[src/rtl/rhp_map.svh]
// Constants of the host port and frequency-output gating block.
// Assumes a 10 MHz system clock; half-period ticks come from a phase accumulator.
`ifndef RHP_MAP_SVH
`define RHP_MAP_SVH
// Register address of the low divider nibble (ratio code in bits 2:0)
`define RHP_ADDR_DIV_LO 4'hc
// Register address of the high divider nibble (enable bit 3, source in bits 1:0)
`define RHP_ADDR_DIV_HI 4'hd
`define RHP_BIT_ENABLE 3
// Reset values of the two divider nibbles
`define RHP_RST_DIV_LO 4'h0
`define RHP_RST_DIV_HI 4'h0
// Phase accumulator: one tick per half period of 32768 Hz, so 65536 ticks a second
// from 10 MHz, step = 2^32 * 65536 / 1e7
`define RHP_BASE_HZ 32768
`define RHP_TICK_HZ 65536
`define RHP_CLK_HZ 10000000
`define RHP_PHASE_STEP 32'd28147498
// Last count of each divide-by-32 prescaler between source rates
`define RHP_PRE_1024 5'd31
`define RHP_PRE_32 5'd31
`define RHP_PRE_1 5'd31
`endif

[src/rtl/rhp_pkg.sv]
// Types shared by the host port block.
// Assumes rhp_map.svh supplies the numeric constants.
package rhp_pkg;
  // Host pins sampled each clock
  typedef struct packed {
    logic select_low_n;
    logic select_high;
    logic rd_n;
    logic wr_n;
    logic [3:0] reg_address_in;
    logic [3:0] data_lines;
  } rhp_host_type;
  // Four-line tristate pin group, data with per-line enables
  typedef struct packed {
    logic [3:0] data;
    logic [3:0] oe;
  } rhp_data_drive_type;
  typedef enum logic [1:0] {
    RHP_SRC_32768,
    RHP_SRC_1024,
    RHP_SRC_32,
    RHP_SRC_1
  } rhp_src_type;
endpackage : rhp_pkg

[src/rtl/rhp_host_port.sv]
// Parallel host port with frequency-output gating.
// Assumes host pins are synchronous to clk_i; no other registers live here.
`include "rhp_map.svh"

module rhp_host_port #(
  parameter bit HAS_SOURCE_PIN = 1'b1,
  parameter int NUM_REGS = 16
) (
  input wire logic clk_i,
  input wire logic rst_b_i,
  input wire rhp_pkg::rhp_host_type host_i,
  input wire logic freq_out_source_pin_i,
  input wire logic irq_request_i,
  output rhp_pkg::rhp_data_drive_type data_lines_o,
  output logic freq_out_o,
  output logic freq_out_oe_o,
  output logic irq_n_o,
  output logic irq_n_oe_o
);

  // ==========================================================
  // Register file and write capture
  logic [3:0] regs [NUM_REGS];
  logic [3:0] next_regs [NUM_REGS];
  logic wr_n_d;
  logic next_wr_n_d;
  logic access_en;
  logic wr_rise;

  assign access_en = !host_i.select_low_n && host_i.select_high;
  assign wr_rise = !wr_n_d && host_i.wr_n;

  // Write lands on the strobe's rising edge, not while it is low
  always_comb begin
    next_wr_n_d = host_i.wr_n;
    for (int i = 0; i < NUM_REGS; i++) begin
      next_regs[i] = regs[i];
    end
    if (access_en && wr_rise) begin
      next_regs[host_i.reg_address_in] = host_i.data_lines;
    end
  end

  always_ff @(posedge clk_i) begin
    if (!rst_b_i) begin
      wr_n_d <= 1'b1;
      for (int i = 0; i < NUM_REGS; i++) begin
        regs[i] <= 4'h0;
      end
      regs[`RHP_ADDR_DIV_LO] <= `RHP_RST_DIV_LO;
      regs[`RHP_ADDR_DIV_HI] <= `RHP_RST_DIV_HI;
    end else begin
      wr_n_d <= next_wr_n_d;
      for (int i = 0; i < NUM_REGS; i++) begin
        regs[i] <= next_regs[i];
      end
    end
  end

  // ==========================================================
  // Read drive of the data lines
  rhp_pkg::rhp_data_drive_type next_data;
  logic reading;
  // Write strobe also low means a host fault; we stay off the bus then
  assign reading = access_en && !host_i.rd_n && host_i.wr_n;

  always_comb begin
    next_data.data = 4'h0;
    next_data.oe = 4'h0;
    if (reading) begin
      next_data.data = regs[host_i.reg_address_in];
      next_data.oe = 4'hf;
    end
  end

  always_ff @(posedge clk_i) begin
    if (!rst_b_i) begin
      data_lines_o <= '0;
    end else begin
      data_lines_o <= next_data;
    end
  end

  // ==========================================================
  // Half-period tick of the 32768 Hz source; toggling on it gives the full rate
  logic [31:0] phase;
  logic [31:0] next_phase;
  logic [32:0] phase_sum;
  logic tick_base;
  assign phase_sum = {1'b0, phase} + {1'b0, `RHP_PHASE_STEP};
  assign tick_base = phase_sum[32];

  always_comb begin
    next_phase = phase_sum[31:0];
  end

  always_ff @(posedge clk_i) begin
    if (!rst_b_i) begin
      phase <= 32'h0;
    end else begin
      phase <= next_phase;
    end
  end

  // ==========================================================
  // Prescaled half-period ticks of the 1024, 32 and 1 Hz sources
  logic [4:0] pre_a;
  logic [4:0] pre_b;
  logic [9:0] pre_c;
  logic [4:0] next_pre_a;
  logic [4:0] next_pre_b;
  logic [9:0] next_pre_c;
  logic tick_1024;
  logic tick_32;
  logic tick_1;
  assign tick_1024 = tick_base && (pre_a == `RHP_PRE_1024);
  assign tick_32 = tick_1024 && (pre_b == `RHP_PRE_32);
  assign tick_1 = tick_32 && (pre_c[4:0] == `RHP_PRE_1);

  always_comb begin
    next_pre_a = pre_a;
    next_pre_b = pre_b;
    next_pre_c = pre_c;
    if (tick_base) begin
      next_pre_a = pre_a + 5'h1;
    end
    if (tick_1024) begin
      next_pre_b = pre_b + 5'h1;
    end
    if (tick_32) begin
      next_pre_c = pre_c + 10'h1;
    end
  end

  always_ff @(posedge clk_i) begin
    if (!rst_b_i) begin
      pre_a <= 5'h0;
      pre_b <= 5'h0;
      pre_c <= 10'h0;
    end else begin
      pre_a <= next_pre_a;
      pre_b <= next_pre_b;
      pre_c <= next_pre_c;
    end
  end

  // ==========================================================
  // Divider: pick source, divide by ratio, toggle output
  rhp_pkg::rhp_src_type src_sel;
  logic [2:0] ratio_code;
  logic freq_enable;
  logic src_tick;
  logic [4:0] ratio_m1;
  logic [4:0] div_cnt;
  logic [4:0] next_div_cnt;
  logic div_level;
  logic next_div_level;
  logic base_level;
  logic next_base_level;

  assign src_sel = rhp_pkg::rhp_src_type'(regs[`RHP_ADDR_DIV_HI][1:0]);
  assign ratio_code = regs[`RHP_ADDR_DIV_LO][2:0];
  assign freq_enable = regs[`RHP_ADDR_DIV_HI][`RHP_BIT_ENABLE];

  // Ratio codes map to 1,2,3,6,5,10,15,30
  always_comb begin
    case (ratio_code)
      3'd0: ratio_m1 = 5'd0;
      3'd1: ratio_m1 = 5'd1;
      3'd2: ratio_m1 = 5'd2;
      3'd3: ratio_m1 = 5'd5;
      3'd4: ratio_m1 = 5'd4;
      3'd5: ratio_m1 = 5'd9;
      3'd6: ratio_m1 = 5'd14;
      default: ratio_m1 = 5'd29;
    endcase
  end

  always_comb begin
    case (src_sel)
      rhp_pkg::RHP_SRC_32768: src_tick = tick_base;
      rhp_pkg::RHP_SRC_1024: src_tick = tick_1024;
      rhp_pkg::RHP_SRC_32: src_tick = tick_32;
      default: src_tick = tick_1;
    endcase
  end

  // Source ticks mark half periods, so toggling every ratio ticks gives
  // source / ratio with even duty, odd ratios included
  always_comb begin
    next_div_cnt = div_cnt;
    next_div_level = div_level;
    next_base_level = base_level;
    if (tick_base) begin
      next_base_level = !base_level;
    end
    if (src_tick) begin
      if (div_cnt >= ratio_m1) begin
        next_div_cnt = 5'h0;
        next_div_level = !div_level;
      end else begin
        next_div_cnt = div_cnt + 5'h1;
      end
    end
  end

  always_ff @(posedge clk_i) begin
    if (!rst_b_i) begin
      div_cnt <= 5'h0;
      div_level <= 1'b0;
      base_level <= 1'b0;
    end else begin
      div_cnt <= next_div_cnt;
      div_level <= next_div_level;
      base_level <= next_base_level;
    end
  end

  // ==========================================================
  // Frequency output gating and open-drain interrupt
  logic source_eff;
  logic next_freq_out;
  logic next_freq_out_oe;
  assign source_eff = HAS_SOURCE_PIN ? freq_out_source_pin_i : 1'b1;

  always_comb begin
    next_freq_out = 1'b0;
    next_freq_out_oe = 1'b0;
    if (host_i.select_high) begin
      if (!source_eff) begin
        next_freq_out = base_level;
        next_freq_out_oe = 1'b1;
      end else if (freq_enable) begin
        next_freq_out = div_level;
        next_freq_out_oe = 1'b1;
      end
    end
  end

  always_ff @(posedge clk_i) begin
    if (!rst_b_i) begin
      freq_out_o <= 1'b0;
      freq_out_oe_o <= 1'b0;
      irq_n_o <= 1'b0;
      irq_n_oe_o <= 1'b0;
    end else begin
      freq_out_o <= next_freq_out;
      freq_out_oe_o <= next_freq_out_oe;
      irq_n_o <= 1'b0;
      irq_n_oe_o <= irq_request_i;
    end
  end
endmodule : rhp_host_port

[config.mk]
export PLATFORM = sky130hd
export DESIGN_NAME = rhp_host_port
export DESIGN_NICKNAME = d
export VERILOG_FILES = /design/src/rtl/rhp_pkg.sv /design/src/rtl/rhp_host_port.sv
export VERILOG_INCLUDE_DIRS = /design/src /design/src/rtl
export SDC_FILE = /design/constraint.sdc
export NUM_CORES = 1
export LEC_CHECK = 0
export BUFFER_PORTS_ARGS = -buffer_cell sky130_fd_sc_hd__buf_2
export CAP_MARGIN = 30
export CORE_AREA = 2 2 138 140
export DETAILED_ROUTE_END_ITERATION = 8
export DIE_AREA = 0 0 140 142
export PLACE_DENSITY = 0.5
export SLEW_MARGIN = 20
export SYNTH_ARGS = -nofsm -noshare
export SYNTH_HDL_FRONTEND = slang
export SYNTH_SLANG_ARGS = --single-unit
[constraint.sdc]
create_clock -name clk_i -period 3.65 [get_ports clk_i]
set_clock_uncertainty 0.05 [all_clocks]
set_input_delay 0.5475 -clock clk_i [delete_from_list [all_inputs] [get_ports clk_i]]
set_output_delay 0.5475 -clock clk_i [all_outputs]
set_load 0.05 [all_outputs]
==> results.json <==
{
  "fin_util_pct": 38.6,
  "dieArea_sq_um": 19900,
  "r2r-end": "div_level",
  "final_common_cell": "dfxtp_1",
  "ys_warn_count": 0,
  "antenna_cells": 0,
  "clock-sinks": 126,
  "holdPathEnd": "irq_n_oe_o",
  "drive_above_1_share_pct": 16.6,
  "grtUsageMet1_pct": 19.1,
  "dr.pass1.iters": 7,
  "final_cell_mix": "dfxtp_1, nand2_1, nand3_1",
  "grt_pass1_wl_microns": 25000,
  "drv_cap": 0,
  "cts_resized": 0,
  "synth_ff_type": "dfxtp_1",
  "core_sq_um": 18500,
  "synth_seq_cells": 126,
  "period_share_pct": 69.5,
  "run_status": "finished with violations",
  "cts_buffer_depth": 2,
  "die_w_microns": 140,
  "worst_slew_margin_rel_pct": 39.0,
  "drt_iter0_drc": 364,
  "gr-usage-all-layers_pct": 15.8,
  "num_rows": 50,
  "fin_crit_ps": 2540,
  "worstSetupPathType": "reg -> reg",
  "cts_tree": "yes",
  "fin_setup_tns_ps": 0,
  "routed_via_density": 5.30,
  "regToRegSetupSlack_ps": 1110,
  "rsz0062_at_grt": "false",
  "vias": 4944,
  "grt_use_met3_pct": 4.07,
  "grt_antenna_before_repair": 0,
  "critPathMaxFanout": 6,
  "path_clk_slew_ps": 60,
  "syn_inst": 682,
  "p_per_area_nw_per_um2": 529,
  "total_power_w": 0.00377,
  "async_reset_ff_share_pct": 0,
  "drt-total-wl_microns": 15100,
  "setup_violations": 0,
  "grt_overflow": 0,
  "grt-busiest-layer": "met2",
  "max_freq_ghz": 0.394,
  "syn-cell-area_sq_um": 6320,
  "synthTopCellsByArea": "dfxtp_1, mux2i_1, mux4_2",
  "ys_seq_area_share_pct": 39.9,
  "nNetsFinal": 714,
  "syn_area_per_cell_sq_um": 9.27,
  "num-fill-cells": 1832,
  "portBuffers": 26,
  "place_congestion": 0.801,
  "r2r_start": "pre_a[0]",
  "drc": 2,
  "cp-start-kind": "register",
  "cts-buffers-inserted": 17,
  "synth_edf_count": 0,
  "hpwl_microns": 9980,
  "cp-end-kind": "register",
  "worst_pin_slew_ps": 912,
  "hp-class": "in -> reg",
  "reg2reg_depth": 8,
  "grt_pass1_vias": 4872,
  "syn_nets": 711,
  "avgRoutedWirePerCell_microns": 16.2,
  "final_hold_viol_count": 0,
  "synth_top_area_share_pct": 39.9,
  "synth_area_leader_cell": "dfxtp_1",
  "cp.required_ps": 3940,
  "io-pin-count": 28,
  "syn_to_final_growth_pct": 12.8,
  "drv_slew": 0,
  "min_from": "irq_request_i",
  "hold_buffers": 0,
  "leakage_nw": 2.53,
  "arrival_ps": 2830,
  "post_cts_buffers": 0,
  "grt_max_degree": 71,
  "post_dp_cell_area_sq_um": 6560,
  "ys_types": 66,
  "die_y_microns": 142,
  "postLayoutCellArea_sq_um": 7130,
  "peakVddDrop_v": 0.000279,
  "violations": "DRC",
  "ant_nets": 0,
  "h-tree-depth": 4,
  "start_util_pct": 34.3,
  "use_met2_pct": 27.7,
  "hold_path_depth": 2,
  "cts_root_buf": "clkbuf_16",
  "clk_latency_ps": 420
}
## critical path: stages, from the launching register on
cell       delay [ps]
dfxtp_1           380
ha_1              170
and3_1            170
ha_1              270
nand2_1           150
and2_1            230
or2_0             360
a2111oi_2         440
mux2i_1           240
## layout make-up
| cell class | count | area (sq um) | area share, % |
|---|---|---|---|
| tap | 234 | 293 | 4.11 |
| multi-input combinational | 498 | 3530 | 49.5 |
| inverter | 10 | 37.5 | 0.526 |
| clock buffer | 18 | 439 | 6.16 |
| clock inverter | 14 | 135 | 1.90 |
| timing repair buffer | 32 | 175 | 2.46 |
| sequential | 126 | 2520 | 35.4 |
## per-stage QoR
stage | setup WS [ps] | std cells | hold slack, ps
finish | 1110 | 932 | 292
global placement | 1090 | 900 | 395
CTS | 1100 | 932 | 279
floorplan | 1510 | 682 | 383
detailed placement | 978 | 900 | 399
global route | 873 | 932 | 286
## layer usage
layer	routed length [microns]	share of wire (%)
met5	0	0
met4	168	1.1
met3	626	4.2
met2	7410	49
met1	6870	46
## flip-flops by register name, indices dropped and copies added, names as in the netlist
register,flops
regs,64
phase,31
data_lines_o,5
div_cnt,5
pre_a,5
pre_b,5
pre_c,5
base_level,1
div_level,1
freq_out_o,1
freq_out_oe_o,1
irq_n_oe_o,1
wr_n_d,1
## cells in the mapped netlist, drive strengths merged, types with 7 or more instances
cell    count
clkbuf     28
nand3      57
inv        10
nor2b       8
nor3       18
a21boi      7
nor2       50
dfxtp     126
a21oi      56
nand2b     23
o211ai      9
buf        20
nand4       7
and3        9
ha         13
nand2      91
mux4       20
o21ai      14
mux2i      46
## how the worst max path moves through the flow
stage	start	to	slack, ps	cells past startpoint
CTS	pre_a[0]	div_level	1100	8
floorplan	pre_a[0]	div_level	1510	9
global placement	host_i[4]	regs[5][3]	1090	6
finish	pre_a[0]	div_level	1110	8
global route	pre_a[0]	div_level	870	8
detailed placement	host_i[4]	regs[9][2]	980	6
## power breakdown
group,switching (W),internal [W],leakage (nW)
Sequential,0.000137,0.00147,1.02
Clock,0.000680,0.000967,0.276
Combinational,0.000313,0.000203,1.23
## cells by family (layout without fill, tap and decap cells)
kind of cell	count (synthesis)	after routing	synth area share (%)
AND/OR/NAND/NOR	287	287	24.0
flip-flops	126	126	39.9
AO/OA/AOI/OAI	119	119	13.2
multiplexers	66	66	14.4
buffers and inverters	58	74	4.28
adder cells (fa/ha/maj)	13	13	2.57
XOR/XNOR	12	12	1.66
other	1	1	0.0593
(Power assumes the default switching activity.)
